[src/pkg/acpm_pkg.sv]
// Constants and types shared by the converter serial and power-mode control.
// Assumes one 100 MHz reference clock; the serial clock and frame select arrive as pins.
package acpm_pkg;

    // ------------------------------------------------------------------
    // Frame counting
    // ------------------------------------------------------------------
    localparam int unsigned CNT_W        = 5;
    localparam logic [4:0]  CNT_RESET    = 5'h00;
    localparam logic [4:0]  WIN_LO_EDGE  = 5'h02;   // First edge of the shutdown window
    localparam logic [4:0]  WIN_HI_EDGE  = 5'h0A;   // Edge that closes the window
    localparam logic [4:0]  FULL_FRAME   = 5'h10;   // Falling edges in a full frame
    localparam int unsigned LEAD_ZEROS   = 3;
    localparam int unsigned RES_BITS     = 12;
    localparam int unsigned WORD_BITS    = 16;

    // ------------------------------------------------------------------
    // Reset values
    // ------------------------------------------------------------------
    localparam logic [11:0] HOLD_RESET   = 12'h000;
    localparam logic        PIN_IDLE_HI  = 1'b1;
    localparam logic        PIN_IDLE_LO  = 1'b0;

    // ------------------------------------------------------------------
    // Control states
    // ------------------------------------------------------------------
    typedef enum logic [3:0] {
        ST_SHUT  = 4'h1,    // Analog off, waiting for a frame
        ST_IDLE  = 4'h2,    // Normal mode, select high
        ST_FRAME = 4'h4,    // Frame running
        ST_DONE  = 4'h8     // Full frame done, select still low
    } acpm_state_e;

endpackage : acpm_pkg

[src/rtl/acpm_sync.sv]
// Three-stage synchroniser with agreement filter for one pin.
// Assumes the input is asynchronous to i_ref_clk.
`timescale 1ns/1ps
module acpm_sync #(
    parameter logic RESET_VAL = 1'b1
) (
    input  wire logic i_ref_clk,   // Reference clock
    input  wire logic i_resetn,    // Async reset, active low
    input  wire logic i_pin,       // Raw pin level
    output logic      o_level      // Filtered level
);

    // ------------------------------------------------------------------
    // Stages
    // ------------------------------------------------------------------
    logic s1_r;
    logic s2_r;
    logic s3_r;

    // Shift the pin through three flops
    always_ff @(posedge i_ref_clk or negedge i_resetn) begin
        if (!i_resetn) begin
            s1_r <= RESET_VAL;
            s2_r <= RESET_VAL;
            s3_r <= RESET_VAL;
        end else begin
            s1_r <= i_pin;
            s2_r <= s1_r;
            s3_r <= s2_r;
        end
    end

    // Accept a change once stages two and three agree
    always_ff @(posedge i_ref_clk or negedge i_resetn) begin
        if (!i_resetn) begin
            o_level <= RESET_VAL;
        end else if (s2_r == s3_r) begin
            o_level <= s3_r;
        end
    end

endmodule : acpm_sync

[src/rtl/acpm_ctrl.sv]
// Serial interface and power-mode control of a single-channel converter.
// Assumes the host drives the frame select and serial clock; the analog core
// supplies a 12-bit result on i_sample_data, stable when the select falls.
`timescale 1ns/1ps
module acpm_ctrl (
    input  wire logic        i_ref_clk,              // 100 MHz reference clock
    input  wire logic        i_resetn,               // Async reset, active low
    input  wire logic        i_frame_sel_n,          // Frame select pin, active low
    input  wire logic        i_shift_clk,            // Serial clock pin
    input  wire logic        i_boot_shutdown,        // Power-on mode strap, 1 = shutdown
    input  wire logic [11:0] i_sample_data,          // Result from the analog core
    output logic             o_serial_result_out,    // Serial result data
    output logic             o_serial_result_oe_n,   // Result pin enable, low = driven
    output logic             o_analog_on,            // Analog circuitry enable
    output logic             o_sample_hold,          // One-cycle pulse: input held
    output logic             o_shutdown,             // Shutdown mode level
    output logic             o_powered_up,           // Fully powered level
    output logic             o_result_valid          // One-cycle pulse: valid word sent
);

    // ------------------------------------------------------------------
    // Pin synchronisation and edge detection
    // ------------------------------------------------------------------
    logic sel_n_lvl;
    logic sclk_lvl;
    logic sel_n_prev_r;
    logic sclk_prev_r;
    logic sel_fall;
    logic sel_rise;
    logic sclk_fall;

    acpm_sync #(.RESET_VAL(acpm_pkg::PIN_IDLE_HI)) u_sync_sel (
        .i_ref_clk (i_ref_clk),
        .i_resetn  (i_resetn),
        .i_pin     (i_frame_sel_n),
        .o_level   (sel_n_lvl)
    );

    acpm_sync #(.RESET_VAL(acpm_pkg::PIN_IDLE_LO)) u_sync_sclk (
        .i_ref_clk (i_ref_clk),
        .i_resetn  (i_resetn),
        .i_pin     (i_shift_clk),
        .o_level   (sclk_lvl)
    );

    // Previous filtered levels
    always_ff @(posedge i_ref_clk or negedge i_resetn) begin
        if (!i_resetn) begin
            sel_n_prev_r <= acpm_pkg::PIN_IDLE_HI;
            sclk_prev_r  <= acpm_pkg::PIN_IDLE_LO;
        end else begin
            sel_n_prev_r <= sel_n_lvl;
            sclk_prev_r  <= sclk_lvl;
        end
    end

    // Edge strobes on the filtered levels
    assign sel_fall  = sel_n_prev_r & ~sel_n_lvl;
    assign sel_rise  = ~sel_n_prev_r & sel_n_lvl;
    assign sclk_fall = sclk_prev_r & ~sclk_lvl;

    // ------------------------------------------------------------------
    // Helpers
    // ------------------------------------------------------------------
    // Bit of the output word at a falling-edge count; zero past the end
    function automatic logic acpm_word_bit(input logic [15:0] word, input logic [4:0] idx);
        logic res;
        res = 1'b0;
        if (idx < acpm_pkg::FULL_FRAME) begin
            res = word[4'hF - idx[3:0]];
        end
        return res;
    endfunction : acpm_word_bit

    // ------------------------------------------------------------------
    // State and frame registers
    // ------------------------------------------------------------------
    acpm_pkg::acpm_state_e state_r;
    logic                  boot_done_r;
    logic                  wake_r;
    logic                  dummy_r;
    logic                  power_ok_r;
    logic [4:0]            fall_cnt_r;
    logic [11:0]           hold_r;
    logic [15:0]           word;
    logic                  frame_end;
    logic                  cut_to_shut;

    // Word: three leading zeros, twelve result bits, one trailing zero
    assign word = {3'h0, hold_r, 1'b0};

    // Sixteenth falling edge of a running frame
    assign frame_end = (state_r == acpm_pkg::ST_FRAME) && sclk_fall &&
                       (fall_cnt_r == (acpm_pkg::FULL_FRAME - 5'h01));

    // Select rising in a running frame that must end in shutdown
    // shutdown window
    always_comb begin
        cut_to_shut = 1'b0;
        if (fall_cnt_r < acpm_pkg::WIN_LO_EDGE) begin
            cut_to_shut = wake_r;
        end else if (fall_cnt_r < acpm_pkg::WIN_HI_EDGE) begin
            cut_to_shut = 1'b1;
        end
    end

    // Mode and frame sequencing
    // rise before refall
    always_ff @(posedge i_ref_clk or negedge i_resetn) begin
        if (!i_resetn) begin
            state_r <= acpm_pkg::ST_IDLE;
        end else if (!boot_done_r) begin
            state_r <= i_boot_shutdown ? acpm_pkg::ST_SHUT : acpm_pkg::ST_IDLE;
        end else begin
            unique case (state_r)
                acpm_pkg::ST_SHUT: begin
                    if (sel_fall) begin
                        state_r <= acpm_pkg::ST_FRAME;
                    end
                end
                acpm_pkg::ST_IDLE: begin
                    if (sel_fall) begin
                        state_r <= acpm_pkg::ST_FRAME;
                    end
                end
                acpm_pkg::ST_FRAME: begin
                    if (sel_rise) begin
                        state_r <= cut_to_shut ? acpm_pkg::ST_SHUT : acpm_pkg::ST_IDLE;
                    end else if (frame_end) begin
                        state_r <= acpm_pkg::ST_DONE;
                    end
                end
                acpm_pkg::ST_DONE: begin
                    if (sel_rise) begin
                        state_r <= acpm_pkg::ST_IDLE;
                    end
                end
            endcase
        end
    end

    // Strap capture happens once after reset release
    always_ff @(posedge i_ref_clk or negedge i_resetn) begin
        if (!i_resetn) begin
            boot_done_r <= 1'b0;
        end else begin
            boot_done_r <= 1'b1;
        end
    end

    // Falling-edge count for the frame
    // count and clear
    always_ff @(posedge i_ref_clk or negedge i_resetn) begin
        if (!i_resetn) begin
            fall_cnt_r <= acpm_pkg::CNT_RESET;
        end else if (sel_rise || sel_fall) begin
            fall_cnt_r <= acpm_pkg::CNT_RESET;
        end else if (sclk_fall && (state_r == acpm_pkg::ST_FRAME)) begin
            fall_cnt_r <= fall_cnt_r + 5'h01;
        end
    end

    // Wake-frame flag: set when a frame starts from shutdown
    // wake on select
    always_ff @(posedge i_ref_clk or negedge i_resetn) begin
        if (!i_resetn) begin
            wake_r <= 1'b0;
        end else if (sel_fall && (state_r == acpm_pkg::ST_SHUT)) begin
            wake_r <= 1'b1;
        end else if (sel_rise || frame_end) begin
            wake_r <= 1'b0;
        end
    end

    // Full power after sixteen clocks of the wake frame
    // sixteen clocks powered
    always_ff @(posedge i_ref_clk or negedge i_resetn) begin
        if (!i_resetn) begin
            power_ok_r <= 1'b0;
        end else if (!boot_done_r) begin
            power_ok_r <= ~i_boot_shutdown;
        end else if (state_r == acpm_pkg::ST_SHUT) begin
            power_ok_r <= 1'b0;
        end else if (wake_r && sclk_fall && (fall_cnt_r == (acpm_pkg::FULL_FRAME - 5'h01))) begin
            power_ok_r <= 1'b1;
        end
    end

    // Dummy flag: the first conversion after power-up is unusable
    // one dummy conversion
    always_ff @(posedge i_ref_clk or negedge i_resetn) begin
        if (!i_resetn) begin
            dummy_r <= 1'b1;
        end else if (state_r == acpm_pkg::ST_SHUT) begin
            dummy_r <= 1'b1;
        end else if (frame_end || (sel_rise && (state_r == acpm_pkg::ST_FRAME) &&
                                   (fall_cnt_r >= acpm_pkg::WIN_HI_EDGE))) begin
            dummy_r <= 1'b0;
        end
    end

    // ------------------------------------------------------------------
    // Sampling and serial output
    // ------------------------------------------------------------------
    // Hold the input at the start of a frame
    // sample on select
    always_ff @(posedge i_ref_clk or negedge i_resetn) begin
        if (!i_resetn) begin
            hold_r        <= acpm_pkg::HOLD_RESET;
            o_sample_hold <= 1'b0;
        end else begin
            o_sample_hold <= 1'b0;
            if (sel_fall && (state_r != acpm_pkg::ST_FRAME)) begin
                hold_r        <= i_sample_data;
                o_sample_hold <= 1'b1;
            end
        end
    end

    // Result data bit
    // zeros then MSB first
    always_ff @(posedge i_ref_clk or negedge i_resetn) begin
        if (!i_resetn) begin
            o_serial_result_out <= 1'b0;
        end else if (sel_fall) begin
            o_serial_result_out <= 1'b0;
        end else if (sclk_fall && (state_r == acpm_pkg::ST_FRAME)) begin
            o_serial_result_out <= acpm_word_bit(word, fall_cnt_r + 5'h01);
        end
    end

    // Result pin enable
    // abort floats pin
    always_ff @(posedge i_ref_clk or negedge i_resetn) begin
        if (!i_resetn) begin
            o_serial_result_oe_n <= 1'b1;
        end else if (sel_rise || frame_end) begin
            o_serial_result_oe_n <= 1'b1;
        end else if (sel_fall && (state_r != acpm_pkg::ST_FRAME) &&
                     (state_r != acpm_pkg::ST_DONE)) begin
            o_serial_result_oe_n <= 1'b0;
        end
    end

    // Valid-word pulse at the end of a non-dummy full frame
    always_ff @(posedge i_ref_clk or negedge i_resetn) begin
        if (!i_resetn) begin
            o_result_valid <= 1'b0;
        end else begin
            o_result_valid <= frame_end && !dummy_r;
        end
    end

    // ------------------------------------------------------------------
    // Power outputs
    // ------------------------------------------------------------------
    // Analog enable and mode flags
    // analog off in shutdown
    always_ff @(posedge i_ref_clk or negedge i_resetn) begin
        if (!i_resetn) begin
            o_analog_on <= 1'b0;
            o_shutdown  <= 1'b0;
        end else begin
            o_analog_on <= (state_r != acpm_pkg::ST_SHUT) && boot_done_r;
            o_shutdown  <= (state_r == acpm_pkg::ST_SHUT);
        end
    end

    assign o_powered_up = power_ok_r;

endmodule : acpm_ctrl

[config.mk]
export PLATFORM = sky130hd
export DESIGN_NAME = acpm_ctrl
export DESIGN_NICKNAME = d
export VERILOG_FILES = /design/src/pkg/acpm_pkg.sv /design/src/rtl/acpm_sync.sv /design/src/rtl/acpm_ctrl.sv
export SDC_FILE = /design/constraint.sdc
export NUM_CORES = 1
export LEC_CHECK = 0
export BUFFER_PORTS_ARGS = -buffer_cell sky130_fd_sc_hd__buf_2
export CELL_PAD_IN_SITES_DETAIL_PLACEMENT = 1
export CELL_PAD_IN_SITES_GLOBAL_PLACEMENT = 2
export CORE_ASPECT_RATIO = 0.9
export CORE_MARGIN = 2
export CORE_UTILIZATION = 40
export DETAILED_ROUTE_END_ITERATION = 16
export PLACE_DENSITY_LB_ADDON = 0.1
export SYNTH_ARGS = -nofsm -noshare
export SYNTH_HDL_FRONTEND = slang
export SYNTH_SLANG_ARGS = --single-unit
[constraint.sdc]
create_clock -name i_ref_clk -period 5.7 [get_ports i_ref_clk]
set_input_delay 0.285 -clock i_ref_clk [delete_from_list [all_inputs] [get_ports i_ref_clk]]
set_output_delay 0.285 -clock i_ref_clk [all_outputs]
set_load 0.1 [all_outputs]
Word level (Yosys, flattened, before mapping). Cells that the tools add are included. Widths: inputs -> output; s select.

Bits in registers: 41. Output and inout port bits: 7.

$add $sub $neg: 2. Order comparisons: 5. Eq/ne operators: 14. Muxes and demuxes: 27. Bitwise operators: 7. Reduce and logical (&&, ||, !) cells: 22.

Operator list (count): $mux 4 (5); $mux 1 (16); $pmux 4 s3 (1); $logic_and 1x1->1 (11); $mux 5 (2); $reduce_bool 2->1 (5); $ne 4x4->1 const B (2); $ne 3x3->1 const B (2); $add 5x1->5 const B (1); $eq 5x4->1 const B (1); $ge 5x4->1 const B (1); $lt 4x5->1 const B (1); $lt 5x2->1 const B (1); $lt 5x4->1 const B (1); $lt 5x5->1 const B (1); $bmux 1 s4 (1); $eq 4x1->1 const B (1); $eq 4x2->1 const B (1); $eq 4x3->1 const B (1); $eq 4x4->1 const B (1); $mux 2 (2); $ne 4x1->1 const B (1); $ne 4x3->1 const B (1); $not 1->1 (4); 8 further kinds (13).

Depth between registers and ports, before layout.
Word-level depth: 8. Depth in mapped cells: 6. Depth with buffers taken out: 6.

Cells and area by module. From an unflattened synthesis, not the netlist that was laid out.

Cell total of the unflattened synthesis: 143. Area, all modules: 1823.0 um^2.

Modules (own cells, without submodules): acpm_ctrl (instances 1, cells each 133, area each 1595.3 um^2); acpm_sync at u_sync_sel (instances 1, cells each 5, area each 116.4 um^2); acpm_sync at u_sync_sclk (instances 1, cells each 5, area each 111.4 um^2).

Worst setup path after synthesis. OpenSTA, ideal clock, no wires.

Path kind: reg-to-reg. From: register u_sync_sel.o_level. To: register state_r[1]. Setup time: 85 ps. Arrival time: 1700 ps. Required time: 5615 ps. Slack: 3915 ps. Cell stages (with the launch flop): 7. Buffers on the path: 0. Path through: dfstp_2 > inv_1 > ha_1 > nor4b_1 > o2bb2ai_2 > a41oi_2 > mux2_1.

Longest elaborated chain between the ends: 4. Elaborated cells between the ends (all ways): 10.

Ends and longest elaborated chain: from (decl) (line acpm_sync.sv:10) `output logic o_level`; from (signal assigned) (line acpm_sync.sv:38) `o_level <= s3_r;`; $and 1x1->1 / $not 1->1 (equally long branches) (line acpm_ctrl.sv:59, acpm_ctrl.sv:58); $mux 4 / $and 1x1->1 (equally long branches) (line acpm_ctrl.sv:127, acpm_ctrl.sv:58); $pmux 4 s3 / $ne 3x3->1 (equally long branches); $mux 4 / $reduce_and 3->1 (equally long branches); to (signal assigned) (line acpm_ctrl.sv:111) `state_r <= acpm_pkg::ST_IDLE;`; to (signal assigned) (line acpm_ctrl.sv:113) `state_r <= i_boot_shutdown ? acpm_pkg::ST_SHUT : acpm_pkg::ST_IDLE;`; to (signal assigned) (line acpm_ctrl.sv:128) `state_r <= cut_to_shut ? acpm_pkg::ST_SHUT : acpm_pkg::ST_IDLE;`; to (decl) (line acpm_ctrl.sv:78) `acpm_pkg::acpm_state_e state_r;`.

Several ways; a longest one is shown, not always the timed one. A chain may end at the register's enable or synchronous reset.

Worst setup path in the final report.
From: register state_r[0]. To: register hold_r[4].

Longest elaborated chain between the ends: 2.

Ends and longest elaborated chain: from (signal assigned) (line acpm_ctrl.sv:111); from (signal assigned) (line acpm_ctrl.sv:113); from (signal assigned) (line acpm_ctrl.sv:118) `state_r <= acpm_pkg::ST_FRAME;`; $ne 4x3->1 (line acpm_ctrl.sv:213) `if (sel_fall && (state_r != acpm_pkg::ST_FRAME)) begin`; $logic_and 1x1->1 (line acpm_ctrl.sv:213); to (signal assigned) (line acpm_ctrl.sv:209) `hold_r <= acpm_pkg::HOLD_RESET;`; to (signal assigned) (line acpm_ctrl.sv:214) `hold_r <= i_sample_data;`; to (decl) (line acpm_ctrl.sv:84) `logic [11:0] hold_r;`.

Every way passes these cells.

==> impl_metrics.xml <==
<?xml version="1.0" encoding="UTF-8"?>
<metrics>
  <group name="placement">
    <metric name="port_buf_inserts" unit="">23</metric>
    <metric name="dp_hpwl" unit="mm">2.69</metric>
    <metric name="dpl_worst_slack" unit="ns">3.42</metric>
    <metric name="gp_congestion" unit="">0.747</metric>
  </group>
  <group name="worst_setup_path">
    <metric name="worstPathRequired" unit="ns">5.89</metric>
    <metric name="critPathArrivalTime" unit="ns">2.46</metric>
    <metric name="startpoint_type" unit="">flop</metric>
    <metric name="critical_path.max_fanout" unit="">15</metric>
    <metric name="worstSetupEndpointType" unit="">flop</metric>
    <metric name="criticalPathCategory" unit="">flop to flop</metric>
  </group>
  <group name="power">
    <metric name="total_leakage_power" unit="nW">0.934</metric>
    <metric name="highest_ir_drop_seen_on_vdd" unit="mV">0.172</metric>
    <metric name="power.density" unit="nW/µm²">355</metric>
    <metric name="post-layout-total-power" unit="mW">0.749</metric>
  </group>
  <group name="timing">
    <metric name="fmaxAchievable" unit="MHz">439</metric>
    <metric name="fin_skew" unit="ns">0.00476</metric>
    <metric name="fin_ws" unit="ns">3.42</metric>
    <metric name="timing.final.max_slew_violations" unit="">0</metric>
    <metric name="max-slew-margin-rel" unit="">0.395</metric>
    <metric name="finalWorstPathRequiredPeriod" unit="ns">2.28</metric>
    <metric name="totalNegativeSetupSlack" unit="ns">0</metric>
    <metric name="timing.final.hold_violations" unit="">0</metric>
    <metric name="report.final.setup_viol" unit="">0</metric>
    <metric name="period_share" unit="">0.399</metric>
    <metric name="tightest_slew" unit="ns">0.908</metric>
    <metric name="grt_setup_unrepaired" unit="">false</metric>
  </group>
  <group name="routing">
    <metric name="detail_route.wl_per_cell" unit="µm">16.4</metric>
    <metric name="detailedRoute.firstIterationViolations" unit="">65</metric>
    <metric name="num_vias" unit="">1205</metric>
    <metric name="drt-pass1-iter-count" unit="">4</metric>
    <metric name="vias_per_cell" unit="">5.29</metric>
    <metric name="final_antenna_net_count" unit="">0</metric>
    <metric name="wl" unit="mm">3.73</metric>
    <metric name="drt_drc_violations_left" unit="">0</metric>
  </group>
  <group name="yosys">
    <metric name="dominant_combinational_cell_family_by_area_after_synthesis" unit="">simple AND/OR/NAND/NOR gates</metric>
    <metric name="synth_register_bits" unit="">41</metric>
    <metric name="synth_edf_count" unit="">0</metric>
    <metric name="synth.lib_cells_used.distinct" unit="">46</metric>
    <metric name="netlist_instances" unit="">140</metric>
    <metric name="synth_nets" unit="">161</metric>
    <metric name="synth_xor_xnor_area_share" unit="">0.0334</metric>
    <metric name="total_standard_cell_area_after_synthesis" unit="µm²">1840</metric>
    <metric name="synth_compound_gate_area_share" unit="">0.101</metric>
    <metric name="synth_warnings" unit="">0</metric>
    <metric name="synth_flop_cell" unit="">sky130_fd_sc_hd__dfrtp_1</metric>
    <metric name="async_flop_share" unit="">1.00</metric>
    <metric name="syn-mean-instance-area" unit="µm²">13.1</metric>
    <metric name="yosys.area_share.simple" unit="">0.116</metric>
    <metric name="synth.area.mux_share" unit="">0.110</metric>
    <metric name="synth_fa_ha_area_frac" unit="">0.0381</metric>
    <metric name="synth-seq-area-share" unit="">0.564</metric>
  </group>
  <group name="die">
    <metric name="floorplan.rows" unit="">23</metric>
    <metric name="fp.dieW" unit="µm">75.5</metric>
    <metric name="floorplan.initialDensity" unit="">0.415</metric>
    <metric name="die_area" unit="µm²">5150</metric>
    <metric name="io-pin-count" unit="">24</metric>
    <metric name="die_h" unit="µm">68.3</metric>
    <metric name="fp.coreArea" unit="µm²">4430</metric>
  </group>
  <group name="job">
    <metric name="max-cap-violations" unit="">0</metric>
  </group>
  <group name="grt">
    <metric name="grt_overflow" unit="">0</metric>
    <metric name="grtUsageTotal" unit="">0.167</metric>
    <metric name="grt_max_degree" unit="">42</metric>
    <metric name="antenna_found_initial" unit="">0</metric>
    <metric name="number_of_global_route_vias_before_repair" unit="">1226</metric>
    <metric name="grt_first_pass_wirelength" unit="mm">6.24</metric>
  </group>
  <group name="final_layout">
    <metric name="sequential_cell_area" unit="µm²">1040</metric>
    <metric name="multi_input_comb_area" unit="µm²">737</metric>
    <metric name="largest_registers" unit="">hold_r x12, fall_cnt_r x5, state_r x4</metric>
    <metric name="flow.area_growth_from_synthesis" unit="%">14.8</metric>
    <metric name="nFillCells" unit="">482</metric>
    <metric name="num-nets-final" unit="">186</metric>
    <metric name="antennaDiodeCount" unit="">0</metric>
    <metric name="largest_register_ff_count" unit="">12</metric>
    <metric name="regMostFlops" unit="">hold_r</metric>
    <metric name="layout-drive-gt1-share" unit="">0.319</metric>
    <metric name="utilization_of_the_core_after_routing" unit="">0.476</metric>
  </group>
  <group name="min_path">
    <metric name="hold_path_class" unit="">input pin to flop</metric>
  </group>
  <group name="clock_network">
    <metric name="worst_setup_hold_path_clk_slew" unit="ns">0.08</metric>
    <metric name="clockRootBuffer" unit="">sky130_fd_sc_hd__clkbuf_8</metric>
    <metric name="cts-htree-levels" unit="">2</metric>
    <metric name="clock_tree_from_tritoncts" unit="">built</metric>
    <metric name="hold_bufs_at_cts" unit="">0</metric>
    <metric name="cts.sink_count" unit="">41</metric>
    <metric name="post_cts_buffers" unit="">0</metric>
    <metric name="cts_buffer_depth" unit="">2</metric>
    <metric name="numCtsBuffers" unit="">5</metric>
    <metric name="insertion_delay" unit="ns">0.30</metric>
    <metric name="post_cts_resized" unit="">0</metric>
  </group>
  <group name="outcome">
    <metric name="outcome" unit="">finished, final reports clean</metric>
  </group>
</metrics>
## where the power goes
group / leakage, nW / switching, mW / total, mW / internal, mW
clock network: 0.0543 / 0.109 / 0.240 / 0.131
logic: 0.386 / 0.0882 / 0.144 / 0.0555
registers: 0.494 / 0.0281 / 0.366 / 0.338
total: 0.934 / 0.225 / 0.749 / 0.524
## worst max-delay path, cell delays in order, from the launching register on
cell	delay, ns
sky130_fd_sc_hd__dfrtp_1	0.44
sky130_fd_sc_hd__nor4b_4	0.76
sky130_fd_sc_hd__or2b_1	0.55
sky130_fd_sc_hd__mux2_2	0.40
## final timing paths
check | from | end | slack [ns] | cells after the start
max reg2reg | state_r[0] | hold_r[4] | 3.42 | 3
min reg2reg | u_sync_sclk.s1_r | u_sync_sclk.s2_r | 0.36 | 0
max in group asynchronous | i_resetn | o_sample_hold | 5.02 | 1
max | state_r[0] | hold_r[4] | 3.42 | 3
min in group asynchronous | i_resetn | o_analog_on | 0.10 | 1
min | i_frame_sel_n | u_sync_sel.s1_r | 0.08 | 1
## synthesized netlist by cell type (2+ instances only)
| cell | instances | area, µm² |
|---|---|---|
| sky130_fd_sc_hd__xnor2_1 | 2 | 17.5 |
| sky130_fd_sc_hd__nand3_1 | 4 | 20.0 |
| sky130_fd_sc_hd__inv_1 | 8 | 30.0 |
| sky130_fd_sc_hd__clkbuf_1 | 2 | 7.51 |
| sky130_fd_sc_hd__a21oi_1 | 4 | 20.0 |
| sky130_fd_sc_hd__a31oi_1 | 3 | 18.8 |
| sky130_fd_sc_hd__ha_1 | 4 | 50.1 |
| sky130_fd_sc_hd__nand2_1 | 4 | 15.0 |
| sky130_fd_sc_hd__nor4_1 | 2 | 12.5 |
| sky130_fd_sc_hd__dfrtp_1 | 33 | 826 |
| sky130_fd_sc_hd__mux2_1 | 9 | 101 |
| sky130_fd_sc_hd__mux4_2 | 2 | 45.0 |
| sky130_fd_sc_hd__maj3_1 | 2 | 20.0 |
| sky130_fd_sc_hd__dfstp_2 | 8 | 210 |
| sky130_fd_sc_hd__o211ai_1 | 2 | 15.0 |
| sky130_fd_sc_hd__o21a_1 | 2 | 15.0 |
| sky130_fd_sc_hd__buf_6 | 2 | 22.5 |
| sky130_fd_sc_hd__and3_1 | 3 | 18.8 |
| sky130_fd_sc_hd__nand2b_1 | 3 | 18.8 |
| sky130_fd_sc_hd__o21ai_0 | 2 | 10.0 |
| sky130_fd_sc_hd__nor2b_1 | 3 | 18.8 |
| sky130_fd_sc_hd__mux2_2 | 4 | 45.0 |
| sky130_fd_sc_hd__nor2_1 | 5 | 18.8 |
| sky130_fd_sc_hd__xor2_1 | 5 | 43.8 |
## area by class of cell
| type | instances | share of cell area |
|---|---|---|
| well taps | 62 | 0.0368 |
| repair buffers | 23 | 0.0545 |
| clock inverters | 3 | 0.0219 |
| clock buffers | 5 | 0.0326 |
| multi-input cells | 86 | 0.349 |
| inverters | 8 | 0.0142 |
| flip-flops and latches | 41 | 0.491 |
## routing by layer
| metal | share of wire | up-vias | routed length, µm | track usage |
|---|---|---|---|---|
| met5 | 0 | - | 0 | 0 |
| met4 | 0.0091 | 0 | 34 | 0.0592 |
| met3 | 0.047 | 5 | 177 | 0.0486 |
| met2 | 0.50 | 28 | 1880 | 0.263 |
| met1 | 0.44 | 627 | 1640 | 0.219 |
| li1 | - | 545 | - | - |
## cells in the final DEF (no fill, tap or decap), types with 3 or more instances in the layout
cell type and instances:
sky130_fd_sc_hd__dfrtp_1 33, sky130_fd_sc_hd__buf_2 23, sky130_fd_sc_hd__mux2_1 9, sky130_fd_sc_hd__inv_1 8, sky130_fd_sc_hd__dfstp_2 8, sky130_fd_sc_hd__nor2_1 5, sky130_fd_sc_hd__xor2_1 5, sky130_fd_sc_hd__clkbuf_8 5
sky130_fd_sc_hd__nand3_1 4, sky130_fd_sc_hd__nand2_1 4, sky130_fd_sc_hd__a21oi_1 4, sky130_fd_sc_hd__mux2_2 4, sky130_fd_sc_hd__ha_1 4, sky130_fd_sc_hd__nor2b_1 3, sky130_fd_sc_hd__and3_1 3, sky130_fd_sc_hd__nand2b_1 3
sky130_fd_sc_hd__a31oi_1 3
## stage by stage
| step | hold WS [ns] | cell area, µm² | cells |
|---|---|---|---|
| finish | 0.0755 | 2110 | 228 |
| global route | 0.0602 | 2110 | 228 |
| CTS | 0.0641 | 2110 | 228 |
| detailed placement | 0.343 | 2000 | 220 |
| global placement | 0.342 | 2000 | 220 |
| floorplan | -0.0106 | 1840 | 140 |
## cell families after synthesis
family / Yosys count
flip-flops: 41
AND/OR/NAND/NOR: 33
AO/OA/AOI/OAI: 23
multiplexers: 16
buffers and inverters: 13
XOR/XNOR: 7
adder cells (fa/ha/maj): 6
other: 1
(Power assumes the default switching activity.)
